`src/hdl/bce_map.svh`:
```
`ifndef BCE_MAP_SVH
`define BCE_MAP_SVH
// register byte offsets
`define BCE_A_CMD    8'h00
`define BCE_A_OPND   8'h04
`define BCE_A_PC     8'h08
`define BCE_A_SP     8'h0C
`define BCE_A_PSW    8'h10
`define BCE_A_GPR    8'h14
`define BCE_A_MEM    8'h18
`define BCE_A_STAT   8'h1C
// command and operand fields
`define BCE_F_OP     4:0
`define BCE_F_BIT    7:5
`define BCE_F_BANK   9:8
`define BCE_F_FAST   10
`define BCE_F_DISP   7:0
`define BCE_F_ABS    31:16
`define BCE_OP_LAST  5'h1C
// status word bits
`define BCE_PSW_IE   7
`define BCE_PSW_Z    6
`define BCE_PSW_BANK_SELECT_BITS 5
`define BCE_PSW_AC   4
`define BCE_PSW_RBS0 3
`define BCE_PSW_CY   0
// reset values
`define BCE_RST_SP   16'hFF00
`define BCE_RST_PSW  8'h02
// instruction lengths, clock counts, stack step and bus response codes
`define BCE_LEN1     16'h0001
`define BCE_LEN2     16'h0002
`define BCE_LEN3     16'h0003
`define BCE_LEN4     16'h0004
`define BCE_CLK2     4'h2
`define BCE_CLK4     4'h4
`define BCE_CLK6     4'h6
`define BCE_CLK8     4'h8
`define BCE_CLK9     4'h9
`define BCE_CLK10    4'hA
`define BCE_CLK11    4'hB
`define BCE_CLK12    4'hC
`define BCE_SP_STEP  16'h0002
`define BCE_RESP_OK  2'b00
`define BCE_RESP_DEC 2'b11
`endif

```
`src/hdl/bce_pkg.sv`:
```
package bce_pkg;
    typedef enum logic [4:0] {
        OP_NOP      = 5'b00000, OP_POP      = 5'b00001, OP_BR_ABS   = 5'b00010,
        OP_BR_REL   = 5'b00011, OP_BC       = 5'b00100, OP_BNC      = 5'b00101,
        OP_BZ       = 5'b00110, OP_BNZ      = 5'b00111, OP_BT_SADDR = 5'b01000,
        OP_BT_SFR   = 5'b01001, OP_BT_A     = 5'b01010, OP_BT_PSW   = 5'b01011,
        OP_BT_HL    = 5'b01100, OP_BF_SADDR = 5'b01101, OP_BF_SFR   = 5'b01110,
        OP_BF_A     = 5'b01111, OP_BF_PSW   = 5'b10000, OP_BF_HL    = 5'b10001,
        OP_BX_SADDR = 5'b10010, OP_BX_SFR   = 5'b10011, OP_BX_A     = 5'b10100,
        OP_BX_PSW   = 5'b10101, OP_BX_HL    = 5'b10110, OP_DB_B     = 5'b10111,
        OP_DB_C     = 5'b11000, OP_DB_SADDR = 5'b11001, OP_SEL      = 5'b11010,
        OP_EI       = 5'b11011, OP_DI       = 5'b11100
    } bce_op_t;

    typedef struct packed {
        logic [15:0] pc;
        logic [15:0] sp;
        logic [7:0]  status_word;
        logic [7:0]  a;
        logic [7:0]  b;
        logic [7:0]  c;
        logic [7:0]  opnd;
        logic [7:0]  stkLo;
        logic [7:0]  stkHi;
    } bce_cpu_t;

    typedef struct packed {
        logic [15:0] len;
        logic [3:0]  fast;
        logic [3:0]  slow;
    } bce_tim_t;
endpackage
```
`src/hdl/bce_executor.sv`:
```
// Implementation choices: the register addresses and the AXI4-Lite slave port.
`timescale 1ns/100ps
`include "bce_map.svh"

// What this block does
// - A pair pop takes its high byte from one above the stack pointer, its low byte at it, then adds two.
// - The relative jump loads the next address plus the sign-extended offset and takes six clocks.
// - Carry branches go when carry is 1 or 0 respectively, else fall through, two bytes, six clocks.
// - Zero branches go when zero is 1 or 0 respectively, else fall through, six clocks.
// - Bit-set branch on a short-direct bit is three bytes and takes 8 clocks on fast RAM, else 9.
// - Bit-set branch on a special-function bit is four bytes and takes 11 clocks.
// - Bit-clear branch on a short-direct bit is four bytes and takes 10 or 11 clocks.
// - Bit-clear branch on the pointer-addressed memory bit is three bytes long.
// - Set-then-clear branch clears the bit and jumps only when it is 1; accumulator form 3 bytes, 8 clocks.
// - Set-then-clear on a status-word bit may alter zero, aux carry and carry; 4 bytes, 12 clocks.
// - Loop on B or C decrements first, then jumps by pc plus 2 when the result is nonzero; six clocks.
// - Loop on a short-direct byte writes the decrement back and jumps by pc plus 3 if nonzero; 8 or 10.
// - Each counted clock is exactly one period of the selected core clock.
// - Counts are those for fetching from internal program memory.
module bce_executor
    import bce_pkg::*;
#(
    parameter int ADDR_W = 8
) (
    input  wire logic              clk,
    input  wire logic              resetn,
    input  wire logic [ADDR_W-1:0] s_axi_awaddr,
    input  wire logic              s_axi_awvalid,
    output logic                   s_axi_awready,
    input  wire logic [31:0]       s_axi_wdata,
    input  wire logic [3:0]        s_axi_wstrb,
    input  wire logic              s_axi_wvalid,
    output logic                   s_axi_wready,
    output logic [1:0]             s_axi_bresp,
    output logic                   s_axi_bvalid,
    input  wire logic              s_axi_bready,
    input  wire logic [ADDR_W-1:0] s_axi_araddr,
    input  wire logic              s_axi_arvalid,
    output logic                   s_axi_arready,
    output logic [31:0]            s_axi_rdata,
    output logic [1:0]             s_axi_rresp,
    output logic                   s_axi_rvalid,
    input  wire logic              s_axi_rready
);
    bce_cpu_t          cpu_r,    cpu_nxt;
    bce_op_t           op_r,     op_nxt;
    logic [2:0]        bit_r,    bit_nxt;
    logic [1:0]        bank_r,   bank_nxt;
    logic              fast_r,   fast_nxt;
    logic [31:0]       opnd_r,   opnd_nxt;
    logic              busy_r,   busy_nxt;
    logic [3:0]        cnt_r,    cnt_nxt;
    logic [3:0]        runLen_r, runLen_nxt;
    logic              taken_r,  taken_nxt;
    logic [15:0]       popRp_r,  popRp_nxt;
    logic [ADDR_W-1:0] wAddr_r,  wAddr_nxt;
    logic [31:0]       wData_r,  wData_nxt;
    logic [3:0]        wStrb_r,  wStrb_nxt;
    logic              awRdy_r,  awRdy_nxt;
    logic              wRdy_r,   wRdy_nxt;
    logic              bVal_r,   bVal_nxt;
    logic [1:0]        bResp_r,  bResp_nxt;
    logic              arRdy_r,  arRdy_nxt;
    logic              rVal_r,   rVal_nxt;
    logic [31:0]       rData_r,  rData_nxt;
    logic [1:0]        rResp_r,  rResp_nxt;

    bce_tim_t    tim;
    bce_tim_t    newTim;
    bce_op_t     newOp;
    logic [7:0]  srcByte;
    logic        testBit;
    logic [15:0] nextPc;
    logic [15:0] target;
    logic [7:0]  decByte;
    logic [31:0] oldWord;
    logic [31:0] merged;
    logic        wrFire;
    logic        fin;

    // per-op length and clocks; fast applies to internal high-speed RAM
    function automatic bce_tim_t timOf(input bce_op_t o);
        timOf = '{`BCE_LEN1, `BCE_CLK2, `BCE_CLK2};
        unique case (o)
            OP_NOP:      timOf = '{`BCE_LEN1, `BCE_CLK2, `BCE_CLK2};
            OP_POP:      timOf = '{`BCE_LEN1, `BCE_CLK4, `BCE_CLK4};
            OP_BR_ABS:   timOf = '{`BCE_LEN3, `BCE_CLK6, `BCE_CLK6};
            OP_BR_REL, OP_BC, OP_BNC, OP_BZ, OP_BNZ, OP_DB_B, OP_DB_C:
                         timOf = '{`BCE_LEN2, `BCE_CLK6, `BCE_CLK6};
            OP_BT_SADDR: timOf = '{`BCE_LEN3, `BCE_CLK8, `BCE_CLK9};
            OP_BT_SFR:   timOf = '{`BCE_LEN4, `BCE_CLK11, `BCE_CLK11};
            OP_BT_A, OP_BF_A, OP_BX_A:
                         timOf = '{`BCE_LEN3, `BCE_CLK8, `BCE_CLK8};
            OP_BT_PSW:   timOf = '{`BCE_LEN3, `BCE_CLK9, `BCE_CLK9};
            OP_BT_HL, OP_BF_HL:
                         timOf = '{`BCE_LEN3, `BCE_CLK10, `BCE_CLK11};
            OP_BF_SADDR: timOf = '{`BCE_LEN4, `BCE_CLK10, `BCE_CLK11};
            OP_BF_SFR, OP_BF_PSW:
                         timOf = '{`BCE_LEN4, `BCE_CLK11, `BCE_CLK11};
            OP_BX_SADDR: timOf = '{`BCE_LEN4, `BCE_CLK10, `BCE_CLK12};
            OP_BX_SFR, OP_BX_PSW:
                         timOf = '{`BCE_LEN4, `BCE_CLK12, `BCE_CLK12};
            OP_BX_HL:    timOf = '{`BCE_LEN3, `BCE_CLK10, `BCE_CLK12};
            OP_DB_SADDR: timOf = '{`BCE_LEN3, `BCE_CLK8, `BCE_CLK10};
            OP_SEL:      timOf = '{`BCE_LEN2, `BCE_CLK4, `BCE_CLK4};
            OP_EI, OP_DI:
                         timOf = '{`BCE_LEN2, `BCE_CLK6, `BCE_CLK6};
        endcase
    endfunction

    function automatic logic [31:0] readOf(input logic [ADDR_W-1:0] ad, input bce_cpu_t cp,
                                           input logic [31:0] od, input logic bz,
                                           input logic tk, input logic [15:0] rp);
        readOf = 32'h0000_0000;
        unique case (ad)
            `BCE_A_CMD:  readOf = 32'h0000_0000;
            `BCE_A_OPND: readOf = od;
            `BCE_A_PC:   readOf = {16'h0000, cp.pc};
            `BCE_A_SP:   readOf = {16'h0000, cp.sp};
            `BCE_A_PSW:  readOf = {24'h00_0000, cp.status_word};
            `BCE_A_GPR:  readOf = {8'h00, cp.c, cp.b, cp.a};
            `BCE_A_MEM:  readOf = {8'h00, cp.stkHi, cp.stkLo, cp.opnd};
            `BCE_A_STAT: readOf = {rp, 14'h0000, tk, bz};
            default:     readOf = 32'h0000_0000;
        endcase
    endfunction

    function automatic logic mapped(input logic [ADDR_W-1:0] ad);
        mapped = (ad[1:0] == 2'b00) && (ad <= `BCE_A_STAT);
    endfunction

    always_comb begin
        cpu_nxt    = cpu_r;
        op_nxt     = op_r;
        bit_nxt    = bit_r;
        bank_nxt   = bank_r;
        fast_nxt   = fast_r;
        opnd_nxt   = opnd_r;
        busy_nxt   = busy_r;
        cnt_nxt    = cnt_r;
        runLen_nxt = busy_r ? runLen_r + 4'h1 : 4'h0;
        taken_nxt  = taken_r;
        popRp_nxt  = popRp_r;
        wAddr_nxt  = wAddr_r;
        wData_nxt  = wData_r;
        wStrb_nxt  = wStrb_r;
        awRdy_nxt  = awRdy_r;
        wRdy_nxt   = wRdy_r;
        bVal_nxt   = bVal_r;
        bResp_nxt  = bResp_r;
        arRdy_nxt  = arRdy_r;
        rVal_nxt   = rVal_r;
        rData_nxt  = rData_r;
        rResp_nxt  = rResp_r;

        tim = timOf(op_r);
        unique case (op_r)
            OP_BT_A, OP_BF_A, OP_BX_A:       srcByte = cpu_r.a;
            OP_BT_PSW, OP_BF_PSW, OP_BX_PSW: srcByte = cpu_r.status_word;
            default:                         srcByte = cpu_r.opnd;
        endcase
        testBit = srcByte[bit_r];
        nextPc  = cpu_r.pc + tim.len;
        target  = nextPc + {{8{opnd_r[7]}}, opnd_r[`BCE_F_DISP]};
        decByte = 8'h00;
        fin     = busy_r && (cnt_r == 4'h0);

        // address and data are taken in either order; response once both are held
        if (s_axi_awvalid && awRdy_r) begin
            wAddr_nxt = s_axi_awaddr;
            awRdy_nxt = 1'b0;
        end
        if (s_axi_wvalid && wRdy_r) begin
            wData_nxt = s_axi_wdata;
            wStrb_nxt = s_axi_wstrb;
            wRdy_nxt  = 1'b0;
        end
        if (bVal_r && s_axi_bready) begin
            bVal_nxt  = 1'b0;
            awRdy_nxt = 1'b1;
            wRdy_nxt  = 1'b1;
        end
        wrFire  = !awRdy_r && !wRdy_r && !bVal_r;
        oldWord = readOf(wAddr_r, cpu_r, opnd_r, busy_r, taken_r, popRp_r);
        for (int i = 0; i < 4; i++) begin
            merged[i*8 +: 8] = wStrb_r[i] ? wData_r[i*8 +: 8] : oldWord[i*8 +: 8];
        end
        newOp  = (merged[`BCE_F_OP] > `BCE_OP_LAST) ? OP_NOP : bce_op_t'(merged[`BCE_F_OP]);
        newTim = timOf(newOp);

        if (wrFire) begin
            bVal_nxt  = 1'b1;
            bResp_nxt = mapped(wAddr_r) ? `BCE_RESP_OK : `BCE_RESP_DEC;
            // state is frozen while an instruction runs; such writes are dropped
            if (!busy_r) begin
                unique case (wAddr_r)
                    `BCE_A_CMD: begin
                        op_nxt   = newOp;
                        bit_nxt  = merged[`BCE_F_BIT];
                        bank_nxt = merged[`BCE_F_BANK];
                        fast_nxt = merged[`BCE_F_FAST];
                        busy_nxt = 1'b1;
                        cnt_nxt  = (merged[`BCE_F_FAST] ? newTim.fast : newTim.slow) - 4'h1;
                    end
                    `BCE_A_OPND: opnd_nxt = merged;
                    `BCE_A_PC:   cpu_nxt.pc = merged[15:0];
                    `BCE_A_SP:   cpu_nxt.sp = merged[15:0];
                    `BCE_A_PSW:  cpu_nxt.status_word = merged[7:0];
                    `BCE_A_GPR:  {cpu_nxt.c, cpu_nxt.b, cpu_nxt.a} = merged[23:0];
                    `BCE_A_MEM:  {cpu_nxt.stkHi, cpu_nxt.stkLo, cpu_nxt.opnd} = merged[23:0];
                    default: ;
                endcase
            end
        end

        if (busy_r && !fin) begin
            cnt_nxt = cnt_r - 4'h1;
        end
        if (fin) begin
            busy_nxt   = 1'b0;
            taken_nxt  = 1'b0;
            cpu_nxt.pc = nextPc;
            unique case (op_r)
                OP_NOP: ;
                OP_POP: begin
                    popRp_nxt  = {cpu_r.stkHi, cpu_r.stkLo};
                    cpu_nxt.sp = cpu_r.sp + `BCE_SP_STEP;
                end
                OP_BR_ABS: begin
                    cpu_nxt.pc = opnd_r[`BCE_F_ABS];
                    taken_nxt  = 1'b1;
                end
                OP_BR_REL: begin
                    cpu_nxt.pc = target;
                    taken_nxt  = 1'b1;
                end
                OP_BC, OP_BNC: begin
                    if (cpu_r.status_word[`BCE_PSW_CY] == (op_r == OP_BC)) begin
                        cpu_nxt.pc = target;
                        taken_nxt  = 1'b1;
                    end
                end
                OP_BZ, OP_BNZ: begin
                    if (cpu_r.status_word[`BCE_PSW_Z] == (op_r == OP_BZ)) begin
                        cpu_nxt.pc = target;
                        taken_nxt  = 1'b1;
                    end
                end
                OP_BT_SADDR, OP_BT_SFR, OP_BT_A, OP_BT_PSW, OP_BT_HL: begin
                    if (testBit) begin
                        cpu_nxt.pc = target;
                        taken_nxt  = 1'b1;
                    end
                end
                OP_BF_SADDR, OP_BF_SFR, OP_BF_A, OP_BF_PSW, OP_BF_HL: begin
                    if (!testBit) begin
                        cpu_nxt.pc = target;
                        taken_nxt  = 1'b1;
                    end
                end
                OP_BX_SADDR, OP_BX_SFR, OP_BX_A, OP_BX_PSW, OP_BX_HL: begin
                    if (testBit) begin
                        cpu_nxt.pc = target;
                        taken_nxt  = 1'b1;
                        unique case (op_r)
                            OP_BX_A:   cpu_nxt.a[bit_r] = 1'b0;
                            OP_BX_PSW: cpu_nxt.status_word[bit_r] = 1'b0;
                            default:   cpu_nxt.opnd[bit_r] = 1'b0;
                        endcase
                    end
                end
                OP_DB_B, OP_DB_C, OP_DB_SADDR: begin
                    unique case (op_r)
                        OP_DB_B: begin
                            decByte   = cpu_r.b - 8'h01;
                            cpu_nxt.b = decByte;
                        end
                        OP_DB_C: begin
                            decByte   = cpu_r.c - 8'h01;
                            cpu_nxt.c = decByte;
                        end
                        default: begin
                            decByte      = cpu_r.opnd - 8'h01;
                            cpu_nxt.opnd = decByte;
                        end
                    endcase
                    if (decByte != 8'h00) begin
                        cpu_nxt.pc = target;
                        taken_nxt  = 1'b1;
                    end
                end
                OP_SEL: {cpu_nxt.status_word[`BCE_PSW_BANK_SELECT_BITS], cpu_nxt.status_word[`BCE_PSW_RBS0]} = bank_r;
                OP_EI: cpu_nxt.status_word[`BCE_PSW_IE] = 1'b1;
                OP_DI: cpu_nxt.status_word[`BCE_PSW_IE] = 1'b0;
            endcase
        end

        if (s_axi_arvalid && arRdy_r) begin
            arRdy_nxt = 1'b0;
            rVal_nxt  = 1'b1;
            rData_nxt = readOf(s_axi_araddr, cpu_r, opnd_r, busy_r, taken_r, popRp_r);
            rResp_nxt = mapped(s_axi_araddr) ? `BCE_RESP_OK : `BCE_RESP_DEC;
        end
        if (rVal_r && s_axi_rready) begin
            rVal_nxt  = 1'b0;
            arRdy_nxt = 1'b1;
        end
    end

    always_ff @(posedge clk) begin
        if (!resetn) begin
            cpu_r    <= '{pc: 16'h0000, sp: `BCE_RST_SP, status_word: `BCE_RST_PSW, default: 8'h00};
            op_r     <= OP_NOP;
            bit_r    <= 3'h0;
            bank_r   <= 2'h0;
            fast_r   <= 1'b0;
            opnd_r   <= 32'h0000_0000;
            busy_r   <= 1'b0;
            cnt_r    <= 4'h0;
            runLen_r <= 4'h0;
            taken_r  <= 1'b0;
            popRp_r  <= 16'h0000;
            wAddr_r  <= '0;
            wData_r  <= 32'h0000_0000;
            wStrb_r  <= 4'h0;
            awRdy_r  <= 1'b1;
            wRdy_r   <= 1'b1;
            bVal_r   <= 1'b0;
            bResp_r  <= `BCE_RESP_OK;
            arRdy_r  <= 1'b1;
            rVal_r   <= 1'b0;
            rData_r  <= 32'h0000_0000;
            rResp_r  <= `BCE_RESP_OK;
        end else begin
            cpu_r    <= cpu_nxt;
            op_r     <= op_nxt;
            bit_r    <= bit_nxt;
            bank_r   <= bank_nxt;
            fast_r   <= fast_nxt;
            opnd_r   <= opnd_nxt;
            busy_r   <= busy_nxt;
            cnt_r    <= cnt_nxt;
            runLen_r <= runLen_nxt;
            taken_r  <= taken_nxt;
            popRp_r  <= popRp_nxt;
            wAddr_r  <= wAddr_nxt;
            wData_r  <= wData_nxt;
            wStrb_r  <= wStrb_nxt;
            awRdy_r  <= awRdy_nxt;
            wRdy_r   <= wRdy_nxt;
            bVal_r   <= bVal_nxt;
            bResp_r  <= bResp_nxt;
            arRdy_r  <= arRdy_nxt;
            rVal_r   <= rVal_nxt;
            rData_r  <= rData_nxt;
            rResp_r  <= rResp_nxt;
        end
    end

    assign s_axi_awready = awRdy_r;
    assign s_axi_wready  = wRdy_r;
    assign s_axi_bvalid  = bVal_r;
    assign s_axi_bresp   = bResp_r;
    assign s_axi_arready = arRdy_r;
    assign s_axi_rvalid  = rVal_r;
    assign s_axi_rdata   = rData_r;
    assign s_axi_rresp   = rResp_r;

    pop_pair_a: assert property (@(posedge clk) disable iff (!resetn)
        fin && op_r == OP_POP |=> cpu_r.sp == $past(cpu_r.sp) + `BCE_SP_STEP
            && popRp_r == {$past(cpu_r.stkHi), $past(cpu_r.stkLo)})
        else $error("pop pair wrong");
    rel_jump_a: assert property (@(posedge clk) disable iff (!resetn)
        fin && op_r == OP_BR_REL |=> cpu_r.pc == $past(cpu_r.pc) + `BCE_LEN2
            + {{8{$past(opnd_r[7])}}, $past(opnd_r[7:0])})
        else $error("relative jump target wrong");
    carry_fall_a: assert property (@(posedge clk) disable iff (!resetn)
        fin && op_r == OP_BC && !cpu_r.status_word[`BCE_PSW_CY] |=> cpu_r.pc == $past(cpu_r.pc) + `BCE_LEN2 && !taken_r)
        else $error("carry branch taken without carry");
    zero_fall_a: assert property (@(posedge clk) disable iff (!resetn)
        fin && op_r == OP_BNZ && cpu_r.status_word[`BCE_PSW_Z] |=> cpu_r.pc == $past(cpu_r.pc) + `BCE_LEN2)
        else $error("nonzero branch taken on zero");
    bit_run_a: assert property (@(posedge clk) disable iff (!resetn)
        $rose(busy_r) && op_r == OP_BT_SADDR && fast_r |-> busy_r [*8] ##1 !busy_r)
        else $error("bit test run length wrong");
    clock_count_a: assert property (@(posedge clk) disable iff (!resetn)
        $fell(busy_r) |-> runLen_r == (fast_r ? tim.fast : tim.slow))
        else $error("instruction clock count wrong");
    clear_set_a: assert property (@(posedge clk) disable iff (!resetn)
        fin && op_r == OP_BX_A && cpu_r.a[bit_r] |=> !cpu_r.a[$past(bit_r)] && taken_r)
        else $error("set-then-clear did not clear");
    loop_dec_a: assert property (@(posedge clk) disable iff (!resetn)
        fin && op_r == OP_DB_B |=> cpu_r.b == $past(cpu_r.b) - 8'h01 && taken_r == (cpu_r.b != 8'h00))
        else $error("loop decrement wrong");
    irq_en_a: assert property (@(posedge clk) disable iff (!resetn)
        fin && op_r == OP_EI |=> cpu_r.status_word[`BCE_PSW_IE])
        else $error("enable flag not set");
endmodule // bce_executor

```
`config.mk`:
```
export PLATFORM = sky130hd
export DESIGN_NAME = bce_executor
export DESIGN_NICKNAME = d
export VERILOG_FILES = /design/src/hdl/bce_pkg.sv /design/src/hdl/bce_executor.sv
export VERILOG_INCLUDE_DIRS = /design/src /design/src/hdl
export SDC_FILE = /design/constraint.sdc
export NUM_CORES = 1
export LEC_CHECK = 0
export BUFFER_PORTS_ARGS = -buffer_cell sky130_fd_sc_hd__buf_2
export CAP_MARGIN = 25
export CORE_ASPECT_RATIO = 2
export CORE_MARGIN = 1
export CORE_UTILIZATION = 45
export DETAILED_ROUTE_END_ITERATION = 7
export GPL_TIMING_DRIVEN = 0
export PLACE_DENSITY = 0.74
export SLEW_MARGIN = 20
export SYNTH_ARGS = -nofsm -noshare
export SYNTH_HDL_FRONTEND = slang
export SYNTH_SLANG_ARGS = --single-unit
```
`constraint.sdc`:
```
create_clock -name clk -period 4.23 [get_ports clk]
set_input_delay 0.423 -clock clk [delete_from_list [all_inputs] [get_ports clk]]
set_output_delay 0.423 -clock clk [all_outputs]
set_load 0.03 [all_outputs]
```
==> metrics, run 1 <==
Leak Pwr a little over 6 nW; area taken by multi-input logic gates between 0.009 and 0.01 mm2; filler instances roughly 3,000; Clock Pin Slew Worst Setup and Hold Paths around 0.070 ns; die span in y 254 um; Tot Pwr 5.06 mW; Area Overhead vs Synth 18.9%; largest cells by area after synthesis dfxtp_1 33%, nand2_1 8.5%, a21oi_1 7.3%; Slew @ Worst Pin 1.28 ns; area share of the leading cell type in the synthesized netlist 0.330; DRT iter0 DRCs 1,658; register area 0.00471 mm2; initial antenna violation count 2; IO Pins 100; vias per inst between 6 and 7; Sw Pwr around 1.4 mW; pin count of the biggest net entering global routing 17; gr ovfl total 0; Synth async-reset ratio 0; CTS Buf Count 24; Sequential Power Share 0.450; final worst setup slack -0.186 ns; Synth Flop Type dfxtp_1; Seq cells post-synth 235; Finished Core Util 0.548; internal power about 3.7 mW; Die W 128 um; area of the die between 0.03 and 0.04 mm2; Data arrival, critical path 4.89 ns; top-count cell post-synth nand2_1; IO buf count 96; Post-synth EDFFs 0; Via Count 16,300; final slew viol count 0; cell count after synthesis 1,901; Synth top cells by count 322 x nand2_1, 235 x dfxtp_1, 207 x a21oi_1; pwr dens 298 mW/mm2; Fin Hold WS 0.0840 ns; required time worst endpoint 4.70 ns; sequential share of the synthesized area 0.330; post-layout net count 2,147; count of different cell masters after synthesis 98; CTS tree done; relative slew slack 0.146; Hold-fix buffers, CTS 0; area of the mapped netlist 0.0143 mm2; drt total wl 73,700 um; H-tree Lvls 1; core region area 0.0310 mm2; clk root buf clkbuf_16; Switching Fraction 0.272; syn_area_per_cell 7.51 um2; Setup WS pre-CTS -0.609 ns; synth warn 0; vias in the first global route 15,900; Final HPWL DP 55,800 um; final setup TNS -0.355 ns; share of layout cells above drive strength 1 0.162; Fin. Hold Viols 0; antenna-violating nets left 0; Final period util 1.04; synthesized net count 1,985; clk_lat worst skew 0.56 ns; final setup skew approximately 0.015 ns; Bufs on Longest Clock Path 3; # clock sinks 235; status finished, violations left; RSZ-0062 raised after global routing yes; Synth area leader dfxtp_1; Min-Delay Path Class input pin to flip-flop; failing checks negative setup slack; endpoints failing setup 2; Period minus WS final 4.42 ns; crit path launch type flip-flop; gr usage total 0.454; Logic pwr share 0.084; critical path peak fanout 7; drc violations 0; f_max 226 MHz; Rows 91; kind of critical path flip-flop to flip-flop; Routed WL per cell 29.5 um; worst vdd ir 340 uV; max_cap viols 0; Crit. End Element flip-flop; first-pass GRT wire length ~110,000 um; RePlAce Congestion 1.05; clock share of power 0.466; Initial Utilization 0.461; Pre-antenna DRT Iters 7; antenna cell count 0
## layout make-up
type,instances,share of cell area
multi-input cells,1476,0.539
flip-flops and latches,235,0.278
repair buffers,138,0.0482
plain buffers,153,0.0468
clock buffers,28,0.0393
well taps,418,0.0308
clock inverters,16,0.0104
inverters,35,0.00803
## power by group through the flow
| stage | clock network (mW) | registers, mW | logic [mW] |
|---|---|---|---|
| floorplan | 0 | 2.32 | 0.223 |
| global placement | 0 | 2.33 | 0.396 |
| detailed placement | 0 | 2.33 | 0.403 |
| CTS | 2.34 | 2.28 | 0.406 |
| global route | 2.43 | 2.28 | 0.443 |
| finish | 2.36 | 2.28 | 0.423 |
## worst max-delay path, stage by stage (launching register included)
cell,delay (ns)
dfxtp_4,0.35
clkbuf_16,0.15
buf_12,0.13
xor2_2,0.13
nand2_1,0.07
nor2_2,0.05
a2111oi_4,0.32
ha_2,0.25
fa_2,0.21
a21o_1,0.14
nand2_2,0.09
nor2_4,0.26
and3_4,0.27
nand3_2,0.10
xnor2_2,0.18
ha_2,0.21
or3_4,0.37
o21ai_2,0.09
a211oi_2,0.08
o21a_1,0.19
nor2_2,0.14
xor2_2,0.10
o31a_1,0.34
o32ai_2,0.11
## per-layer routing
layer | global-route usage | share of wire | vias up
met5 | 0 | 0.00038 | -
met4 | 0.481 | 0.13 | 4
met3 | 0.0947 | 0.072 | 405
met2 | 0.757 | 0.48 | 951
met1 | 0.449 | 0.32 | 7793
li1 | - | - | 7189
## stage by stage
stage	std cells	instance area, um2
floorplan	1901	14300
global placement	2415	15300
detailed placement	2418	15400
CTS	2479	16500
global route	2499	17000
finish	2499	17000
## repair_timing
action                                  4_1_cts  5_1_grt
pin swaps                                    28       41
endpoints found under the setup margin        6        9
buffers inserted                             18       18
resized for setup                            44       48
## path summary, 6_finish.rpt
path                     start      endpoint  slack [ns]  depth (start not counted)
hold reg to reg    popRp_r[14]   popRp_r[14]        0.46                          2
hold / removal    s_axi_wvalid  s_axi_wready        0.08                          2
setup / recovery       op_r[4]     cpu_r[87]       -0.19                         23
setup reg to reg       op_r[4]     cpu_r[87]       -0.19                         23
## placed cells by master (no fill, tap or decap), types with 10 or more instances in the layout
| cell type | netlist | layout |
|---|---|---|
| nor3_1 | 31 | 28 |
| and3_1 | 21 | 19 |
| o31ai_1 | 13 | 11 |
| buf_4 | 6 | 39 |
| o22ai_1 | 15 | 15 |
| nand2b_1 | 11 | 11 |
| a211oi_1 | 15 | 13 |
| a221oi_1 | 25 | 25 |
| nand4_1 | 11 | 11 |
| mux2_2 | 12 | 12 |
| o21ai_0 | 99 | 94 |
| nand2_1 | 322 | 320 |
| clkbuf_1 | 115 | 113 |
| o221ai_1 | 13 | 13 |
| xnor2_1 | 26 | 20 |
| nor2_1 | 177 | 170 |
| and2_1 | 18 | 16 |
| ha_1 | 23 | 15 |
| inv_1 | 33 | 33 |
| xor2_1 | 18 | 11 |
| buf_2 | 15 | 113 |
| nand3_1 | 67 | 63 |
| a22oi_1 | 108 | 107 |
| nor4_1 | 10 | 10 |
| a31oi_1 | 22 | 22 |
| clkbuf_16 | 0 | 28 |
| nor3b_1 | 10 | 10 |
| mux2i_1 | 42 | 42 |
| a21oi_1 | 207 | 200 |
| dfxtp_1 | 235 | 232 |
## sequential cells by signal (all words and copies together) (netlist names), 2 cells and up
name / count
cpu_r: 88
opnd_r: 32
s_axi_rdata: 32
wData_r: 32
popRp_r: 16
wAddr_r: 8
op_r: 5
cnt_r: 4
wStrb_r: 4
bit_r: 3
bank_r: 2
## kinds of logic (layout without fill, tap and decap cells)
family                   Yosys count  in the layout  synth area share
buffers and inverters            190            370            0.0602
adder cells (fa/ha/maj)           25             25            0.0230
AO/OA/AOI/OAI                    618            618             0.285
XOR/XNOR                          44             44            0.0270
AND/OR/NAND/NOR                  734            734             0.235
flip-flops                       235            235             0.330
multiplexers                      55             55            0.0400
(Power assumes the default switching activity.)
==> run 2, diff against run 1 <==
Settings changed: RECOVER_POWER from default to 25.
==> run 2 against run 1 <==
- the flow still finishes with violations (negative setup slack)
- non-clock buffer count did not move
- worst hold slack got worse by 0.0025 ns
- cell count stayed put
- wire length rose by 0.32%
- maximum frequency is essentially flat
- register-to-register slack barely moved
- clock power about the same
==> metrics, run 2 (same netlist as run 1, synthesis figures left out) <==
gr usage total 0.454 (unchanged); relative slew slack 0.145 (was 0.146); area taken by multi-input logic gates 0.00915 mm2 (unchanged); Via Count 16,400 (was 16,300); clk_lat worst skew 0.56 ns (about the same); most common cell after layout, fill and taps aside nand2_1 (unchanged); Crit. End Element flip-flop (unchanged); # clock sinks 235 (unchanged); Biggest register cpu_r (unchanged); Clock Pin Slew Worst Setup and Hold Paths 0.07 ns (about the same); final setup skew 0.0149 ns (was 0.0150 ns); Min-Delay Path Class input pin to flip-flop (unchanged); Initial Utilization 0.461 (unchanged); Rows 91 (unchanged); Final Cell Area 0.0169 mm2 (was 0.0170 mm2); first-pass GRT wire length 106,000 um (unchanged); max_cap viols 0 (unchanged); pwr dens 299 mW/mm2 (was 298 mW/mm2); share of layout cells above drive strength 1 0.142 (was 0.162); CTS Buf Count 24 (unchanged); antenna cell count 0 (unchanged); kind of critical path flip-flop to flip-flop (unchanged); Tot Pwr 5.06 mW (about the same); Reg2Reg Depth 23 (unchanged); H-tree Lvls 1 (unchanged); Pre-antenna DRT Iters 8 (was 7); worst vdd ir 339 uV (was 340 uV); Finished Core Util 0.546 (was 0.548); DRT iter0 DRCs 1,728 (was 1,658); crit path launch type flip-flop (unchanged); endpoints failing setup 2 (unchanged); placed insts 2,418 (unchanged); status finished, violations left (unchanged); pin count of the biggest net entering global routing 17 (unchanged); RSZ-0062 raised after global routing yes (unchanged); Slew @ Worst Pin 1.28 ns (about the same); failing checks negative setup slack (unchanged); Final HPWL DP 55,800 um (unchanged); Period minus WS final 4.41 ns (was 4.42 ns); Area Overhead vs Synth 18.6% (was 18.9%); most frequent cells in the layout 320 x nand2_1, 232 x dfxtp_1, 200 x a21oi_1 (unchanged); antenna-violating nets left 0 (unchanged); post-layout net count 2,147 (unchanged); IO buf count 96 (unchanged); Worst Hold Path Cells 2 (unchanged); final worst setup slack -0.182 ns (was -0.186 ns); f_max 227 MHz (was 226 MHz); Routed WL per cell 29.6 um (was 29.5 um); Die W 128 um (unchanged); CTS tree done (unchanged); RePlAce Congestion 1.05 (unchanged); gr ovfl total 0 (unchanged); initial antenna violation count 2 (unchanged); final setup TNS -0.329 ns (was -0.355 ns); area of the die 0.0325 mm2 (unchanged); vias per inst 6.55 (was 6.54); die span in y 254 um (unchanged); core region area 0.0310 mm2 (unchanged); clk root buf clkbuf_16 (unchanged); Data arrival, critical path 4.89 ns (about the same); IO Pins 100 (unchanged); Fin. Hold Viols 0 (unchanged); Leak Pwr 6.05 nW (was 6.22 nW); final slew viol count 0 (unchanged); drc violations 0 (unchanged); Bufs on Longest Clock Path 3 (unchanged); drt total wl 73,900 um (was 73,700 um); Final period util 1.04 (about the same); filler instances 3,075 (was 3,053); required time worst endpoint 4.70 ns (about the same); vias in the first global route 15,900 (unchanged); register area 0.00471 mm2 (unchanged); critical path peak fanout 7 (unchanged); final std cells w/o fill 2,499 (unchanged); DP Area 0.0154 mm2 (unchanged); Largest register FFs 88 (unchanged)
run 2: cell count changes in the layout (fill, tap and decap cells not counted):
cell      delta
buf_2       -41
clkbuf_1    +41
and2_0       +1
and2_1       -1
inv_1        +1
inv_2        -1
run 2: repair_timing:
item / 4_1_cts / 5_1_grt
gates cloned: 0 / 0
endpoints found under the setup margin: 6 / 9
gates resized for setup: 44 / 48
setup buffers: 18 / 18
hold buffers: 0 / 0
pin swaps: 28 / 41
run 2: per-layer routing:
metal | global-route usage | vias up | routed length (um)
li1 | - | 7196 | -
met1 | 0.449 | 7839 | 23900
met2 | 0.757 | 926 | 35200
met3 | 0.0947 | 397 | 5320
met4 | 0.481 | 4 | 9430
met5 | 0 | - | 28
run 2: worst max-delay path: stages (launching register included):
cell and delay (ns):
dfxtp_4 0.35, clkbuf_16 0.15, buf_12 0.13, xor2_2 0.13, nand2_1 0.07, nor2_2 0.05, a2111oi_4 0.32, ha_2 0.25
fa_2 0.21, a21o_1 0.14, nand2_2 0.09, nor2_4 0.26, and3_4 0.27, nand3_2 0.10, xnor2_2 0.18, ha_2 0.21
or3_4 0.37, o21ai_2 0.09, a211oi_2 0.07, o21a_1 0.19, nor2_2 0.14, xor2_2 0.10, o31a_1 0.34, o32ai_2 0.11
run 2: cell type report:
| class | instances | share of cell area |
|---|---|---|
| buffer | 153 | 0.0469 |
| timing repair buffer | 138 | 0.0453 |
| multi-input combinational | 1476 | 0.540 |
| sequential | 235 | 0.279 |
| clock inverter | 16 | 0.0104 |
| inverter | 35 | 0.00806 |
| clock buffer | 28 | 0.0394 |
| tap | 418 | 0.0309 |
run 2: worst paths after layout:
kind	start	endpoint	slack (ns)
worst max register to register	op_r[4]	cpu_r[87]	-0.18
worst min register to register	popRp_r[14]	popRp_r[14]	0.46
worst min-delay path	s_axi_wvalid	s_axi_wready	0.08
worst max-delay path	op_r[4]	cpu_r[87]	-0.18
run 2: power breakdown:
part           switching [mW]  internal (mW)  total [mW]
sequential             0.0372           2.24        2.28
combinational           0.309          0.113       0.422
clock                    1.03           1.32        2.36
total                    1.38           3.68        5.06
run 2: through the flow:
stage | setup slack (ns) | hold WS (ns)
2_1_floorplan | 0.0125 | 0.431
3_3_place_gp | -0.593 | 0.442
3_5_place_dp | -0.609 | 0.451
4_1_cts | -0.154 | 0.0861
5_1_grt | -0.327 | 0.0958
6_report | -0.182 | 0.0815
